--- src/verilog/ctsc_pkg.sv ---
// package for the camera trigger and light strobe controller
package ctsc_pkg;
	localparam int TW = 24;
	typedef logic [TW-1:0] ctsc_time_type;

	typedef enum logic [1:0] {
		CTSC_NO_CONTROL = 2'b00,
		CTSC_RATE_ONLY  = 2'b01,
		CTSC_RATE_WIDTH = 2'b10,
		CTSC_EXTERNAL   = 2'b11
	} ctsc_method_type;

	typedef enum logic [1:0] {
		CTSC_IDLE  = 2'b00,
		CTSC_PRE   = 2'b01,
		CTSC_RUN   = 2'b10,
		CTSC_GUARD = 2'b11
	} ctsc_state_type;

	typedef struct packed {
		ctsc_method_type method;
		logic            early_light;
		logic            overlap_ok;
		ctsc_time_type   trigger_pulse_width;
		ctsc_time_type   light_pulse_width;
		ctsc_time_type   light_pulse_offset;
		ctsc_time_type   readout_time;
	} ctsc_cfg_type;

	localparam ctsc_time_type CTSC_TIME_ZERO = 24'h000000;
	localparam ctsc_time_type CTSC_TIME_ONE  = 24'h000001;
endpackage

--- src/verilog/ctsc_camera_light_controller.sv ---
// camera trigger and light strobe timing machine
//
// How it works
// - next exposure never starts while the current exposure is running
// - readout phases of consecutive cycles never overlap
// - short next exposure: start waits readout minus next exposure after exposure end
// - long next exposure: next cycle may start right after exposure ends
// - four methods selectable: none, rate only, rate and width, external
// - none and external methods keep the machine idle, outputs low
// - one trigger pulse per cycle, leading edge starts exposure, and starts the cycle in late strobe mode only
// - rate only: the block paces the cycle rate and drives the same trigger width as rate and width
// - rate and width: trigger trailing edge ends exposure, width sets exposure
// - rate and width: rate and exposure both carried on one trigger line
// - strobe rises to light on and falls to light off
// - late strobe: strobe rises the offset after the trigger rises
// - early strobe: trigger rises the offset after the strobe rises
// - configure exposure to end after the light turns off
// - trigger width is exposure setting, strobe width is strobe setting
// - the later leading edge follows the earlier one by the offset
// - without overlap the next cycle waits for readout completion
`timescale 1ns/100ps
module ctsc_camera_light_controller
	import ctsc_pkg::*;
(
	// clock and reset
	input  wire logic              i_sys_clk,
	input  wire logic              i_sys_rst,
	// configuration
	input  wire ctsc_pkg::ctsc_cfg_type i_cfg,
	// cycle request and status
	input  wire logic              i_cycle_start,
	output logic                   o_cycle_taken,
	output logic                   o_next_allowed,
	output logic                   o_busy,
	// outputs to camera and light
	output logic                   o_camera_trigger,
	output logic                   o_light_strobe
);
	import ctsc_pkg::*;

	ctsc_state_type st_r, st_nxt;
	ctsc_time_type  cnt_r, cnt_nxt;     // time since cycle origin
	ctsc_time_type  guard_r, guard_nxt; // remaining wait before next allowed
	ctsc_time_type  exp_r, exp_nxt;     // exposure of running cycle
	logic           trig_r, trig_nxt;
	logic           strb_r, strb_nxt;
	logic           early_r, early_nxt;

	ctsc_time_type  t_trig_on, t_strb_on, t_trig_off, t_strb_off, t_end, wait_t;
	logic           ctl_on;

	// only the two grabber-driven methods run the machine
	assign ctl_on = (i_cfg.method == CTSC_RATE_ONLY) || (i_cfg.method == CTSC_RATE_WIDTH);

	always_comb begin
		// cycle origin is the earlier of the two leading edges
		t_trig_on  = early_r ? i_cfg.light_pulse_offset : CTSC_TIME_ZERO;
		t_strb_on  = early_r ? CTSC_TIME_ZERO : i_cfg.light_pulse_offset;
		t_trig_off = t_trig_on + exp_r;
		t_strb_off = t_strb_on + i_cfg.light_pulse_width;
		t_end      = (t_trig_off > t_strb_off) ? t_trig_off : t_strb_off;
		// wait after the later of trigger end and strobe end before another cycle may start
		if (!i_cfg.overlap_ok)
			wait_t = i_cfg.readout_time;
		else if (i_cfg.trigger_pulse_width < i_cfg.readout_time)
			wait_t = i_cfg.readout_time - i_cfg.trigger_pulse_width;
		else
			wait_t = CTSC_TIME_ZERO;
	end

	always_comb begin
		st_nxt      = st_r;
		cnt_nxt     = cnt_r;
		guard_nxt   = guard_r;
		exp_nxt     = exp_r;
		trig_nxt    = 1'b0;
		strb_nxt    = 1'b0;
		early_nxt   = early_r;
		o_cycle_taken = 1'b0;
		case (st_r)
			CTSC_IDLE: begin
				if (ctl_on && i_cycle_start) begin
					o_cycle_taken = 1'b1;
					exp_nxt   = i_cfg.trigger_pulse_width;
					early_nxt = i_cfg.early_light;
					cnt_nxt   = CTSC_TIME_ZERO;
					st_nxt    = CTSC_RUN;
					trig_nxt  = !i_cfg.early_light ||
						(i_cfg.light_pulse_offset == CTSC_TIME_ZERO);
					strb_nxt  = i_cfg.early_light ||
						(i_cfg.light_pulse_offset == CTSC_TIME_ZERO);
					if (i_cfg.trigger_pulse_width == CTSC_TIME_ZERO)
						trig_nxt = 1'b0;
					if (i_cfg.light_pulse_width == CTSC_TIME_ZERO)
						strb_nxt = 1'b0;
				end
			end
			CTSC_RUN: begin
				cnt_nxt  = cnt_r + CTSC_TIME_ONE;
				trig_nxt = (cnt_nxt >= t_trig_on) && (cnt_nxt < t_trig_off);
				strb_nxt = (cnt_nxt >= t_strb_on) && (cnt_nxt < t_strb_off);
				if (cnt_nxt >= t_end) begin
					trig_nxt  = 1'b0;
					strb_nxt  = 1'b0;
					guard_nxt = wait_t;
					st_nxt    = (wait_t == CTSC_TIME_ZERO) ? CTSC_IDLE : CTSC_GUARD;
				end
				if (!ctl_on) begin
					trig_nxt = 1'b0;
					strb_nxt = 1'b0;
					st_nxt   = CTSC_IDLE;
				end
			end
			CTSC_GUARD: begin
				guard_nxt = guard_r - CTSC_TIME_ONE;
				if (guard_r <= CTSC_TIME_ONE || !ctl_on)
					st_nxt = CTSC_IDLE;
			end
			default: begin
				st_nxt = CTSC_IDLE;
			end
		endcase
	end

	always_ff @(posedge i_sys_clk or posedge i_sys_rst) begin
		if (i_sys_rst) begin
			st_r      <= CTSC_IDLE;
			cnt_r     <= CTSC_TIME_ZERO;
			guard_r   <= CTSC_TIME_ZERO;
			exp_r     <= CTSC_TIME_ZERO;
			trig_r    <= 1'b0;
			strb_r    <= 1'b0;
			early_r   <= 1'b0;
		end else begin
			st_r      <= st_nxt;
			cnt_r     <= cnt_nxt;
			guard_r   <= guard_nxt;
			exp_r     <= exp_nxt;
			trig_r    <= trig_nxt;
			strb_r    <= strb_nxt;
			early_r   <= early_nxt;
		end
	end

	assign o_camera_trigger = trig_r;
	assign o_light_strobe   = strb_r;
	assign o_busy           = (st_r != CTSC_IDLE);
	assign o_next_allowed   = ctl_on && (st_r == CTSC_IDLE);

	// checker state: pulse lengths and time since exposure end
	ctsc_time_type  trig_len_r, trig_len_nxt;
	ctsc_time_type  strb_len_r, strb_len_nxt;
	ctsc_time_type  gap_r, gap_nxt;
	logic           seen_r, seen_nxt;

	always_comb begin
		trig_len_nxt = trig_r ? trig_len_r + CTSC_TIME_ONE : CTSC_TIME_ZERO;
		strb_len_nxt = strb_r ? strb_len_r + CTSC_TIME_ONE : CTSC_TIME_ZERO;
		gap_nxt      = gap_r;
		if (trig_r)
			gap_nxt = CTSC_TIME_ZERO;
		else if (gap_r != ~CTSC_TIME_ZERO)
			gap_nxt = gap_r + CTSC_TIME_ONE;
		// aborted or unmanaged cycles leave no exposure to guard
		seen_nxt = ctl_on && (seen_r || trig_r);
	end

	always_ff @(posedge i_sys_clk or posedge i_sys_rst) begin
		if (i_sys_rst) begin
			trig_len_r <= CTSC_TIME_ZERO;
			strb_len_r <= CTSC_TIME_ZERO;
			gap_r      <= CTSC_TIME_ZERO;
			seen_r     <= 1'b0;
		end else begin
			trig_len_r <= trig_len_nxt;
			strb_len_r <= strb_len_nxt;
			gap_r      <= gap_nxt;
			seen_r     <= seen_nxt;
		end
	end

	// assertions
	a_idle_no_trig: assert property (@(posedge i_sys_clk) disable iff (i_sys_rst)
		(!ctl_on && st_r == CTSC_IDLE) |=> !o_camera_trigger && !o_light_strobe)
		else $error("pulse produced while control method is off");
	a_take_only_idle: assert property (@(posedge i_sys_clk) disable iff (i_sys_rst)
		o_cycle_taken |-> (st_r == CTSC_IDLE) ##1 (st_r == CTSC_RUN))
		else $error("cycle taken while machine busy");
	a_late_trig_rise: assert property (@(posedge i_sys_clk) disable iff (i_sys_rst)
		(o_cycle_taken && !i_cfg.early_light && i_cfg.trigger_pulse_width != CTSC_TIME_ZERO)
		|=> o_camera_trigger)
		else $error("late strobe mode trigger did not rise");
	a_early_strb_rise: assert property (@(posedge i_sys_clk) disable iff (i_sys_rst)
		(o_cycle_taken && i_cfg.early_light && i_cfg.light_pulse_width != CTSC_TIME_ZERO)
		|=> o_light_strobe)
		else $error("early strobe mode strobe did not rise");
	a_trig_one_wide: assert property (@(posedge i_sys_clk) disable iff (i_sys_rst)
		(o_cycle_taken && !i_cfg.early_light && i_cfg.trigger_pulse_width == CTSC_TIME_ONE
		&& i_cfg.light_pulse_width <= CTSC_TIME_ONE && i_cfg.light_pulse_offset == CTSC_TIME_ZERO)
		|=> o_camera_trigger ##1 !o_camera_trigger)
		else $error("one cycle trigger width wrong");
	a_no_take_busy: assert property (@(posedge i_sys_clk) disable iff (i_sys_rst)
		o_busy |-> !o_cycle_taken)
		else $error("new cycle during running cycle");
	a_guard_block: assert property (@(posedge i_sys_clk) disable iff (i_sys_rst)
		(st_r == CTSC_GUARD) |-> !o_next_allowed && !o_camera_trigger)
		else $error("next cycle allowed during readout guard");
	a_reset_low: assert property (@(posedge i_sys_clk)
		$fell(i_sys_rst) |-> !o_camera_trigger && !o_light_strobe && !o_busy)
		else $error("outputs not idle after reset");
	a_trig_width_match: assert property (@(posedge i_sys_clk) disable iff (i_sys_rst)
		($fell(o_camera_trigger) && ctl_on) |-> trig_len_r == exp_r)
		else $error("trigger width differs from exposure setting");
	a_strb_width_match: assert property (@(posedge i_sys_clk) disable iff (i_sys_rst)
		($fell(o_light_strobe) && ctl_on) |-> strb_len_r == i_cfg.light_pulse_width)
		else $error("strobe width differs from strobe setting");
	a_offset_late: assert property (@(posedge i_sys_clk) disable iff (i_sys_rst)
		($rose(o_light_strobe) && !early_r) |-> cnt_r == i_cfg.light_pulse_offset)
		else $error("late strobe offset wrong");
	a_offset_early: assert property (@(posedge i_sys_clk) disable iff (i_sys_rst)
		($rose(o_camera_trigger) && early_r) |-> cnt_r == i_cfg.light_pulse_offset)
		else $error("early strobe trigger offset wrong");
	a_readout_gap: assert property (@(posedge i_sys_clk) disable iff (i_sys_rst)
		(o_cycle_taken && seen_r) |-> gap_r >= (!i_cfg.overlap_ok ? i_cfg.readout_time :
		((i_cfg.trigger_pulse_width < i_cfg.readout_time) ?
		(i_cfg.readout_time - i_cfg.trigger_pulse_width) : CTSC_TIME_ZERO)))
		else $error("next cycle started inside readout guard");
endmodule

--- config.mk ---
export PLATFORM = sky130hd
export DESIGN_NAME = ctsc_camera_light_controller
export DESIGN_NICKNAME = d
export VERILOG_FILES = /design/src/verilog/ctsc_pkg.sv /design/src/verilog/ctsc_camera_light_controller.sv
export SDC_FILE = /design/constraint.sdc
export NUM_CORES = 1
export LEC_CHECK = 0
export BUFFER_PORTS_ARGS = -buffer_cell sky130_fd_sc_hd__buf_2
export CORE_MARGIN = 2
export CORE_UTILIZATION = 55
export CTS_CLUSTER_SIZE = 28
export DETAILED_ROUTE_END_ITERATION = 7
export GPL_ROUTABILITY_DRIVEN = 0
export HOLD_SLACK_MARGIN = 0.08
export PLACE_DENSITY = 0.8
export SKIP_CTS_REPAIR_TIMING = 1
export SLEW_MARGIN = 20
export SYNTH_ARGS = -nofsm -noshare
export SYNTH_HDL_FRONTEND = slang
export SYNTH_SLANG_ARGS = --single-unit
--- constraint.sdc ---
create_clock -name i_sys_clk -period 8.6 [get_ports i_sys_clk]
set_input_delay 1.72 -clock i_sys_clk [delete_from_list [all_inputs] [get_ports i_sys_clk]]
set_output_delay 1.72 -clock i_sys_clk [all_outputs]
set_load 0.005 [all_outputs]
* After elaboration in Yosys (flattened, before gate mapping)
Cells that the tools add are included.
** Operators by class
- Equality and inequality tests :: 8
- Mux-type cells :: 27
- Reduce and logical (&&, ||, !) cells :: 22
- Order comparisons :: 8
- $add $sub $neg :: 5
** Operators by type and width (number)
- 2-to-1 mux 24 bit :: 7
- zero test 24 bit :: 4
- one-hot mux 24 bit (2 select lines) :: 2
- greater-or-equal comparator 24 bit :: 3
- < comparator 24 bit :: 3
- adder 24 bit :: 2
- adder 24 x 1 -> 24 bit, second input constant :: 1
- > comparator 24 bit :: 1
- <= comparator 24 x 1 -> 1 bit, second input constant :: 1
- subtractor 24 x 1 -> 24 bit, second input constant :: 1
- subtractor 24 bit :: 1
- 2-to-1 mux 1 bit :: 10
- 2-to-1 mux 2 bit :: 5
- == test 2 bit, second input constant :: 3
- != test 2 bit, second input constant :: 3
- one-hot mux 2 bit (3 select lines) :: 1
- AND reduction 2 bit :: 3
- nonzero test 2 bit :: 3
- logical AND 1 bit :: 4
- logical OR 1 bit :: 4
- one-hot mux 1 bit (2 select lines) :: 2
- != test 3 bit, second input constant :: 1
- AND reduction 3 bit :: 1
- == test 2 x 1 -> 1 bit, second input constant :: 1
- other kinds (2) :: 3
** Storage, ports and cells
- Output and inout bits :: 5
- Bits in registers :: 77
- Input port bits :: 103

* Logic depth before layout (Yosys ltp)
Gate-level depths: netlist of the first run.
- Word-level depth :: 8
- Gate-level depth with buffers :: 39

* Worst setup path before layout of the first run
No wires, ideal clock.
- Path type :: input -> register
- Start point :: in i_cfg[27] (netlist bit)
- End point :: reg guard_r[18]
- Required time :: 8474 ps
- Path buffers :: 3
- Stages on the path :: 35
- Arrival time :: 8202 ps
- Slack :: 272 ps
- Path through :: nand2b_1 inv_1 ha_1 or2_2 maj3_1 o21ai_2 o31ai_4 a21oi_1 o21ai_0 a2111oi_0 o31ai_1 a21oi_1 xor2_1 inv_1 ha_1 and4_1 nand3_1 nor3_2 a21boi_1 a22o_1 buf_6 mux2_2 ha_1 nand2b_1 a21o_1 a21o_1 a21o_1 a21o_1 a2111oi_0 o31a_1 o31ai_1 clkbuf_1 and2_0 clkbuf_1 a221o_1
** On the way
- Word-level cells in the longest chain between the ends :: 7
- Elaborated cells between the ends (all ways) :: 9
- Those cells by class :: add/sub (2); order compare (2); eq/ne (1); mux (3); reduce/logical (1)
** Ends and longest elaborated chain
- start, declared :: RTL line ctsc_camera_light_controller.sv:29 : input wire ctsc_pkg::ctsc_cfg_type i_cfg,
- 2-to-1 mux 24 bit (on tied branches) :: RTL line ctsc_camera_light_controller.sv:57, ctsc_camera_light_controller.sv:58
- adder 24 bit (on tied branches) :: RTL line ctsc_camera_light_controller.sv:59, ctsc_camera_light_controller.sv:60
- > comparator 24 bit :: RTL line ctsc_camera_light_controller.sv:61 : t_end = (t_trig_off > t_strb_off) ? t_trig_off : t_strb_off;
- 2-to-1 mux 24 bit * :: RTL line ctsc_camera_light_controller.sv:61
- greater-or-equal comparator 24 bit * :: RTL line ctsc_camera_light_controller.sv:102 : if (cnt_nxt >= t_end) begin
- != test 2 bit (no line) *
- AND reduction 2 bit (no line) *
- end signal, assigned :: RTL line ctsc_camera_light_controller.sv:137 : guard_r <= guard_nxt;
- end, declared :: RTL line ctsc_camera_light_controller.sv:43 : ctsc_time_type guard_r, guard_nxt;
Mark *: on every way between the ends. The rest lies on a longest branch, timed or not.
A chain may end at the register's enable or synchronous reset.

* Final worst setup path of the first run
- Start point :: in i_cfg[24] (netlist bit)
- End point :: reg guard_r[18]
Same word-level chain as after synthesis.

==> results.md, run 1 <==
* Post-Route WL at about 35,000 microns
* Wire per inst at 18.10 microns
* Slowest-stage cell, CP: a2111oi_2
* Max VDD drop at about 0.13 mV
* Met2 Track Usage GR at 51.89%
* Synth Warn # at 0
* Vias in the first global route at 11,450
* Met1 GRT Util at 39.57%
* Worst EP arrival at 8560 ps
* IO Pins at approximately 110
* Syn_nets at 1,791
* Post-synthesis compound-gate area fraction at roughly a quarter
* Power Dens Cells at roughly 330 nW/um^2
* Maximum buffer depth of the clock tree at 2
* Slew Viols, Final at 0
* Crit-path max FO at 8
* Core box area at between 20,000 and 25,000 sq um
* Clock transition at path regs at 60 ps
* Met3 Use GR at between 3 and 4%
* Hold_sp: exp_r[2]
* Clk sinks at slightly below 80
* Top cells by area, synth: ha_1, dfrtp_1, o21ai_0
* Largest family of logic cells by synthesized area: compound AO/OA/AOI/OAI gates
* Avg Inst Size Synth at 7.825 sq um
* GR peak layer: met2
* Vias per cell at 6.225
* Leakage Power at 6.998 nW
* WHS Endpoint: exp_r[2]
* FF-to-FF Start: early_r
* Post-Syn Area at 11,590 sq um
* Gr usage total at 30.60%
* Antenna viol nets, final at 0
* Yosys top cell by area: ha_1
* Type of the most critical hold path: flop to flop
* Post-DP HPWL at between 20,000 and 30,000 microns
* Register area share after synthesis at 16.63%
* Inst Count DP at 1,896
* R2r endpoint: guard_r[18]
* CTS buffer count at 9
* Hold Violations, Final at 0
* Initial DRC count at 775
* WS Path Type: input pin to flop
* Fin Setup TNS at 0 ps
* CTS tree: yes
* CP most frequent cell: a21o_1
* Flop2flop setup slack at ~1000 ps
* Initial antenna violation count at 0
* Status: complete, no violations
* Critical Path Source Type: input pin
* Maximum clock rate at around 120 MHz
* Max cap viols at 0
* Layout area overhead at 14.37%
* Via Count at about 12,000
* Die Footprint at 22,250 sq um
* Final min period at approximately 8300 ps
* Number of cells produced by synthesis at 1,481
* Clock Skew at 7.706 ps
* Die Height at ~150 microns
* Initial Utilization at 55.65%
* Root Buffer: clkbuf_16
* NumNets Final at between 1,500 and 2,000
* Buffers on Ports at about 110
* Buffer and inverter count on the worst path at 4
* Top-count cell post-synth: ha_1
* Post-route insts no fill at 1,914
* Post-synth EDFFs at 0
* First-pass GRT wire length at 54,680 microns
* Grt ovf at 0
* Final worst path period share at 96.98%
* Slowest stage delay, CP at 420 ps
* Reg2reg path depth at 34
* Pre-CTS setup slack at -428.9 ps
* # DRC at 0
* Synth Area in Simple Gates at 21.04%
* Post-synth cell types at 76
* Slew @ Worst Pin at around 990 ps
* CP required at approximately 9000 ps
* WHS at a little under 500 ps
* WHS Path Cells at 2
* Layout cells sized above 1 at 15.19%
* Ys flop type: dfrtp_1
* Diodes inserted at 0
* Worst path top cell family by delay: compound AO/OA/AOI/OAI gates
* Post-synthesis mux area share at 2.980%
* Top cells by count, synth: ha_1, nand2_1, inv_1, o21ai_0, a21oi_1
* Seq cells post-synth at 77
* Synth Area in Adders at 22.82%
* Synth Area in XOR/XNOR at 6.705%
* 1st-pass router iterations at 5
* Clock insertion delay at the later pin of the skew report at approximately 340 ps
* Chip Width at 149.2 microns
* Worst relative slew slack at 34.03%
* Asr flop ratio synth at 100.0%
* Rows at 53
* H-tree Lvls at 3
* Setup crit end kind: flop
* Synth top area share at 22.13%
* Final setup violation count at 0
* Largest net degree at the start of global routing at 78
* Worst Slack Setup Final at approximately 260 ps
## metrics by stage
step	total power [mW]	cell area (sq um)	utilization, %
floorplan	3.040	11590	-
global placement	3.685	12820	61.57
detailed placement	3.823	12820	61.57
CTS	4.220	13120	63.02
global route	4.741	13250	63.65
finish	4.356	13250	63.65
## cells in the final DEF, fill, tap and decap left out, types with 28 or more instances in the layout
cell | Yosys | layout
a21o_1 | 61 | 61
a21oi_1 | 90 | 87
buf_2 | 1 | 107
buf_4 | 0 | 69
dfrtp_1 | 77 | 77
ha_1 | 205 | 205
inv_1 | 129 | 128
nand2_1 | 148 | 147
nand2b_1 | 52 | 51
nand3_1 | 45 | 45
nand4_1 | 31 | 31
nor2_1 | 81 | 80
nor2b_1 | 29 | 29
nor4_1 | 28 | 28
o21ai_0 | 119 | 115
xnor2_1 | 52 | 52
xor2_1 | 33 | 32
## cell type report
type                            count  area, sq um
Inverter                          130        488.0
Sequential cell                    77         1927
Timing Repair Buffer              180         1124
Fill cell                        1766         7569
Clock inverter                      4        47.55
Multi-Input combinational cell   1237         9071
Clock buffer                       11        252.7
Tap cell                          275        344.1
## worst max-delay path by stage
stage	from	endpoint	slack, ps	depth (start not counted)
after floorplan	i_cfg[27]	guard_r[18]	270	35
after global placement	i_cfg[27]	guard_r[18]	-270	35
after detailed placement	i_cfg[27]	guard_r[18]	-430	35
after CTS	i_cfg[27]	guard_r[18]	-130	35
after global routing	i_cfg[27]	guard_r[18]	-50	36
final	i_cfg[24]	guard_r[18]	260	34
## worst reg2reg max path, delay by kind of cell, from the launching register on
kind	cells	cell delay (ps)
AND/OR/NAND/NOR	5	780
flip-flops	1	370
XOR/XNOR	1	260
multiplexers	1	360
adder cells (fa/ha/maj)	4	1030
buffers and inverters	4	730
AO/OA/AOI/OAI	19	3920
## registers in the layout, indices dropped and copies added, names as in the netlist
name              flops
early_r               1
o_camera_trigger      1
exp_r                24
cnt_r                24
st_r                  2
o_light_strobe        1
guard_r              24
## kinds of logic after synthesis
kind of cell,after synthesis
AOI/OAI and AO/OA,425
xor gates and xnor gates,87
adders and majority gates,211
buffers and inverters,167
DFF,77
muxes,26
and+or+nand+nor,488
## layer usage
metal,part of all wire [%],wire length [microns]
met1,42,14580
met2,47,16150
met3,6.9,2406
met4,4.3,1500
met5,0,0
## power breakdown
part	internal, mW	total, mW	leakage [nW]	switching [mW]
registers	0.487	0.619	0.984	0.132
clock network	0.238	0.387	0.147	0.149
logic	1.59	3.35	5.87	1.76
total	2.31	4.36	7.00	2.04
No activity file was read; power rests on OpenSTA's default activity.
==> run 2, diff against run 1 <==
--- a/config.mk
+++ b/config.mk
@@ -6,6 +6,7 @@
 export NUM_CORES = 1
 export LEC_CHECK = 0
 export BUFFER_PORTS_ARGS = -buffer_cell sky130_fd_sc_hd__buf_2
+export CORE_ASPECT_RATIO = 1.25
 export CORE_MARGIN = 2
 export CORE_UTILIZATION = 55
 export CTS_CLUSTER_SIZE = 28
==> run 2 against run 1 <==
  * Worst setup slack better by 9.2 ps
  * Critical path type unchanged
  * Clock power hardly changed
  * Total power is 1.8% higher
  * Combinational power is 2% higher
  * Final cell count is 0.78% higher
  * Non-clock buffer count is 16 higher
  * First-iteration DRC count is 8.4% higher
  * Die area hardly changed
==> results.md, run 2 (same netlist as run 1, synthesis figures left out) <==
* Final min period at 8331 ps (was 8340 ps)
* Inst Count DP at 1,913 (was 1,896)
* Maximum buffer depth of the clock tree at 2 (unchanged)
* Worst relative slew slack at 41.14% (was 34.03%)
* Worst EP arrival at 8580 ps (was 8560 ps)
* Met3 Use GR at 3.327% (was 3.242%)
* Hold_sp: exp_r[14] (was exp_r[2])
* Met1 GRT Util at 37.05% (was 39.57%)
* Buffers on Ports at 107 (unchanged)
* Stages on the worst setup path at 33 (was 34)
* Final core occ at 64.54% (was 63.65%)
* CTS buffer count at 9 (unchanged)
* Clock insertion delay at the later pin of the skew report at 350 ps (was 340 ps)
* Power Dens Cells at 331.2 nW/um^2 (was 328.7 nW/um^2)
* Grt ovf at 0 (unchanged)
* Core box area at 20,740 sq um (was 20,820 sq um)
* # fillers at 1,753 (was 1,766)
* 1st-pass router iterations at 5 (unchanged)
* Flop2flop setup slack at 980 ps (was 1040 ps)
* Largest net degree at the start of global routing at 78 (unchanged)
* Final worst path period share at 96.87% (was 96.98%)
* Initial DRC count at 840 (was 775)
* Slew @ Worst Pin at 880.7 ps (was 986.0 ps)
* Slowest stage delay, CP at 410 ps (was 420 ps)
* Status: complete, no violations (unchanged)
* GR peak layer: met2 (unchanged)
* Wire per inst at 18.07 microns (was 18.10 microns)
* WHS Endpoint: exp_r[14] (was exp_r[2])
* Met2 Track Usage GR at 53.89% (was 51.89%)
* CP required at 8850 ps (was 8820 ps)
* Setup crit end kind: flop (unchanged)
* Slowest-stage cell, CP: maj3_1 (was a2111oi_2)
* Post-DP HPWL at 28,620 microns (was 28,410 microns)
* Max VDD drop at 0.2266 mV (was 0.1306 mV)
* Post-Route WL at 34,860 microns (was 34,640 microns)
* NumNets Final at 1,961 (was 1,945)
* Diodes inserted at 0 (unchanged)
* Rows at 59 (was 53)
* Crit-path max FO at 8 (unchanged)
* Type of the most critical hold path: flop to flop (unchanged)
* Area occupied by registers at 1927 sq um (unchanged)
* Hold Violations, Final at 0 (unchanged)
* Antenna viol nets, final at 0 (unchanged)
* Top flop regs: cnt_r: 24 flops, exp_r: 24 flops, guard_r: 24 flops (unchanged)
* CTS tree: yes (unchanged)
* Maximum clock rate at 120.0 MHz (was 119.9 MHz)
* Most common cell after layout, fill and taps aside: ha_1 (unchanged)
* Reg2reg path depth at 33 (was 34)
* Clk sinks at 77 (unchanged)
* Via Count at 11,910 (was 11,920)
* R2r endpoint: o_light_strobe (was guard_r[18])
* Layout area overhead at 15.53% (was 14.37%)
* WS Path Type: input pin to flop (unchanged)
* Vias in the first global route at 11,740 (was 11,450)
* Worst path top cell family by delay: compound AO/OA/AOI/OAI gates (unchanged)
* Initial antenna violation count at 0 (unchanged)
* Post-route insts no fill at 1,929 (was 1,914)
* Most frequent cells in the layout: ha_1, nand2_1, inv_1 (unchanged)
* Chip Width at 133.8 microns (was 149.2 microns)
* # DRC at 0 (unchanged)
* WHS Path Cells at 2 (unchanged)
* Clock Skew at 11.10 ps (was 7.706 ps)
* Fin Setup TNS at 0 ps (unchanged)
* Layout cells sized above 1 at 16.01% (was 15.19%)
* Root Buffer: clkbuf_16 (unchanged)
* Leakage Power at 7.072 nW (was 6.998 nW)
* Die Footprint at 22,250 sq um (about the same)
* Initial Utilization at 55.87% (was 55.65%)
* Die Height at 166.3 microns (was 149.2 microns)
* H-tree Lvls at 3 (unchanged)
* Slew Viols, Final at 0 (unchanged)
* Multi-input logic area at 9112 sq um (was 9071 sq um)
* Critical Path Source Type: input pin (unchanged)
* Clock transition at path regs at 60 ps (about the same)
* IO Pins at 108 (unchanged)
* Final setup violation count at 0 (unchanged)
* FF-to-FF Start: early_r (unchanged)
* CP most frequent cell: a21o_1 (unchanged)
* Gr usage total at 30.90% (was 30.60%)
* First-pass GRT wire length at 55,900 microns (was 54,680 microns)
* Vias per cell at 6.176 (was 6.225)
* Buffer and inverter count on the worst path at 3 (was 4)
* Max cap viols at 0 (unchanged)
-- run 2: changes by cell type in the layout (fill, tap and decap cells not counted), sizes merged --
| cell | before | now |
|---|---|---|
| buf | 180 | 196 |
| clkbuf | 11 | 12 |
| inv | 130 | 129 |
-- run 2: power breakdown --
| part | switching [mW] | internal, mW | leakage [nW] | total (mW) |
|---|---|---|---|---|
| registers | 0.129 | 0.487 | 0.984 | 0.616 |
| clock network | 0.152 | 0.232 | 0.139 | 0.384 |
| logic | 1.79 | 1.65 | 5.95 | 3.43 |
-- run 2: per-layer routing --
metal  wire length, microns  vias up
met5                      0        -
met4                   1908        0
met3                   1893      115
met2                  16910      468
met1                  14140     5579
li1                       -     5751
-- run 2: metrics by stage --
step | power (mW) | instance area, sq um | setup WS (ps) | hold slack (ps)
finish | 4.434 | 13390 | 269.1 | 488.4
global route | 4.828 | 13390 | -171.0 | 505.5
CTS | 4.301 | 13250 | -138.0 | 493.0
detailed placement | 3.903 | 12960 | -437.5 | 476.8
global placement | 3.771 | 12960 | -302.7 | 470.8
floorplan | 3.040 | 11590 | 271.5 | 452.3
-- run 2: worst max-delay path by stage --
stage	startpoint	end	slack, ps
after floorplan	i_cfg[27]	guard_r[18]	270
after global placement	i_cfg[27]	guard_r[18]	-300
after detailed placement	i_cfg[27]	guard_r[18]	-440
after CTS	i_cfg[27]	guard_r[7]	-140
after global routing	i_cfg[24]	guard_r[19]	-170
final	i_cfg[24]	o_light_strobe	270
-- run 2: cell type report --
cell class                 instances  area share (%)
sequential                        77           14.39
timing repair buffer             196           9.140
clock inverter                     3          0.3458
clock buffer                      12           1.841
tap                              274           2.561
inverter                         130           3.654
multi-input combinational       1237           68.07
-- run 2: worst min-delay path: stages (launching register included) --
cell and delay [ps]:
dfrtp_1 350, nand2_1 50, o21ai_0 60
==> run 3, diff against run 2 <==
--- a/config.mk
+++ b/config.mk
@@ -9,6 +9,7 @@
 export CORE_ASPECT_RATIO = 1.25
 export CORE_MARGIN = 2
 export CORE_UTILIZATION = 55
+export CTS_BUF_LIST = sky130_fd_sc_hd__clkbuf_8 sky130_fd_sc_hd__clkbuf_16
 export CTS_CLUSTER_SIZE = 28
 export DETAILED_ROUTE_END_ITERATION = 7
 export GPL_ROUTABILITY_DRIVEN = 0
==> run 3 against run 2 <==
  * Final cell count unchanged
  * Fmax hardly changed
  * Clock power is essentially flat
  * Critical path depth stayed put
  * Largest cell class unchanged
==> results.md, run 3 (same netlist as run 1, synthesis figures left out) <==
* Rows at 59 (unchanged)
* Via Count at 11,900 (was 11,910)
* Largest net degree at the start of global routing at 78 (unchanged)
* First-pass GRT wire length at 55,900 microns (unchanged)
* CTS buffer count at 9 (unchanged)
* Grt ovf at 0 (unchanged)
* Vias per cell at 6.168 (was 6.176)
* WS Path Type: input pin to flop (unchanged)
* Root Buffer: clkbuf_16 (unchanged)
* Setup crit end kind: flop (unchanged)
* Max VDD drop at 0.2266 mV (about the same)
* Type of the most critical hold path: flop to flop (unchanged)
* Inst Count DP at 1,913 (unchanged)
* P_sw at 2.070 mW (about the same)
* Sw frac at 46.71% (was 46.68%)
* Pre-CTS setup slack at -437.5 ps (unchanged)
* Die Height at 166.3 microns (unchanged)
* Combinational Power Share at 77.5% (about the same)
* Diodes inserted at 0 (unchanged)
* Critical Path Source Type: input pin (unchanged)
* R2r endpoint: o_light_strobe (unchanged)
* Antenna viol nets, final at 0 (unchanged)
* FF-to-FF Start: early_r (unchanged)
* Layout area overhead at 15.53% (unchanged)
* Most common cell after layout, fill and taps aside: ha_1 (unchanged)
* Clock insertion delay at the later pin of the skew report at 350 ps (about the same)
* Worst Slack Setup Final at 269.2 ps (was 269.1 ps)
* Maximum clock rate at 120.0 MHz (about the same)
* Final core occ at 64.54% (unchanged)
* Maximum buffer depth of the clock tree at 2 (unchanged)
* Post-route cell area at 13,390 sq um (unchanged)
* Flop2flop setup slack at 980 ps (about the same)
* Internal power at 2.362 mW (was 2.364 mW)
* H-tree Lvls at 3 (unchanged)
* CP most frequent cell: a21o_1 (unchanged)
* Buffer and inverter count on the worst path at 3 (unchanged)
* Worst relative slew slack at 40.79% (was 41.14%)
* Top flop regs: cnt_r: 24 flops, exp_r: 24 flops, guard_r: 24 flops (unchanged)
* Clk sinks at 77 (unchanged)
* Die Footprint at 22,250 sq um (unchanged)
* Register share of total power at 13.9% (about the same)
* Slowest-stage cell, CP: maj3_1 (unchanged)
* Stages on the worst setup path at 33 (unchanged)
* Initial antenna violation count at 0 (unchanged)
* NumNets Final at 1,961 (unchanged)
* Vias in the first global route at 11,740 (unchanged)
* Fin Setup TNS at 0 ps (unchanged)
* IO Pins at 108 (unchanged)
* CP required at 8850 ps (about the same)
* Power Dens Cells at 331.1 nW/um^2 (was 331.2 nW/um^2)
* Crit path from: i_cfg[24] (unchanged)
* Post-Route WL at 34,850 microns (was 34,860 microns)
* CTS tree: yes (unchanged)
* Clock Skew at 11.45 ps (was 11.10 ps)
* # DRC at 0 (unchanged)
* Final setup violation count at 0 (unchanged)
* Max cap viols at 0 (unchanged)
* Slew @ Worst Pin at 886.0 ps (was 880.7 ps)
* Final worst path period share at 96.87% (about the same)
* Most frequent cells in the layout: ha_1, nand2_1, inv_1 (unchanged)
* Clock transition at path regs at 60 ps (about the same)
* Initial Utilization at 55.87% (unchanged)
* Buffers on Ports at 107 (unchanged)
* 1st-pass router iterations at 5 (unchanged)
* Leakage Power at 7.080 nW (was 7.072 nW)
* Chip Width at 133.8 microns (unchanged)
* Area after DPL at 12,960 sq um (unchanged)
* Slowest stage delay, CP at 410 ps (about the same)
* Clock network fraction of total power at 8.6% (about the same)
* Worst path top cell family by delay: compound AO/OA/AOI/OAI gates (unchanged)
* Wire per inst at 18.07 microns (about the same)
* Gr usage total at 30.90% (unchanged)
* Crit path capture: o_light_strobe (unchanged)
* Reg2reg path depth at 33 (unchanged)
* Hold Violations, Final at 0 (unchanged)
* Layout cells sized above 1 at 16.01% (unchanged)
* Post-DP HPWL at 28,620 microns (unchanged)
* Status: complete, no violations (unchanged)
* Worst EP arrival at 8580 ps (about the same)
* Initial DRC count at 840 (unchanged)
* Post-route insts no fill at 1,929 (unchanged)
* Slew Viols, Final at 0 (unchanged)
* Core box area at 20,740 sq um (unchanged)
* Crit-path max FO at 8 (unchanged)
* Final min period at 8331 ps (about the same)
[run 3: changes by cell type in the layout (fill, tap and decap cells not counted), sizes merged]
cell,change
clkbuf,-2
inv,+2
[run 3: through the flow]
step | hold WS [ps] | total power [mW]
4_1_cts | 493.0 | 4.299
3_5_place_dp | 476.8 | 3.903
2_1_floorplan | 452.3 | 3.040
6_report | 489.2 | 4.432
5_1_grt | 505.5 | 4.826
3_3_place_gp | 470.8 | 3.771
[run 3: power by group through the flow]
stage                     logic [mW]  clock network (mW)  registers (mW)
after floorplan                 2.47                   0           0.574
after global placement          3.16                   0           0.611
after detailed placement        3.29                   0           0.614
after CTS                       3.30               0.384           0.611
after global routing            3.80               0.400           0.631
final                           3.43               0.382           0.616
[run 3: cell type report]
| class | count | area, sq um |
|---|---|---|
| clock buffer | 10 | 239.0 |
| sequential | 77 | 1927 |
| clock inverter | 5 | 53.80 |
| fill | 1753 | 7356 |
| timing repair buffer | 196 | 1224 |
| tap | 274 | 342.8 |
| multi-input combinational | 1237 | 9112 |
| inverter | 130 | 489.2 |
[run 3: worst min path at each step]
stage / from / to / slack (ps) / cells after the start
after CTS: exp_r[11] / exp_r[11] / 490 / 2
final: exp_r[14] / exp_r[14] / 490 / 2
after detailed placement: exp_r[12] / exp_r[12] / 480 / 2
after global routing: exp_r[14] / exp_r[14] / 510 / 2
after global placement: exp_r[16] / exp_r[16] / 470 / 2
after floorplan: exp_r[0] / exp_r[0] / 450 / 2
[run 3: metal layers]
metal / GRT usage [%] / wire, microns
met5: 0 / 0
met4: 16.42 / 1931
met3: 3.327 / 1890
met2: 53.89 / 16900
met1: 37.05 / 14140
[run 3: worst register-to-register path: cells and delay by family, from the launching register on]
kind            cells  cell delay (ps)
mux                 1              360
compound gates     18             3570
xor+xnor            1              320
buf+inv             3              750
flops               1              350
fa+ha+maj           5             1440
simple gates        5              730
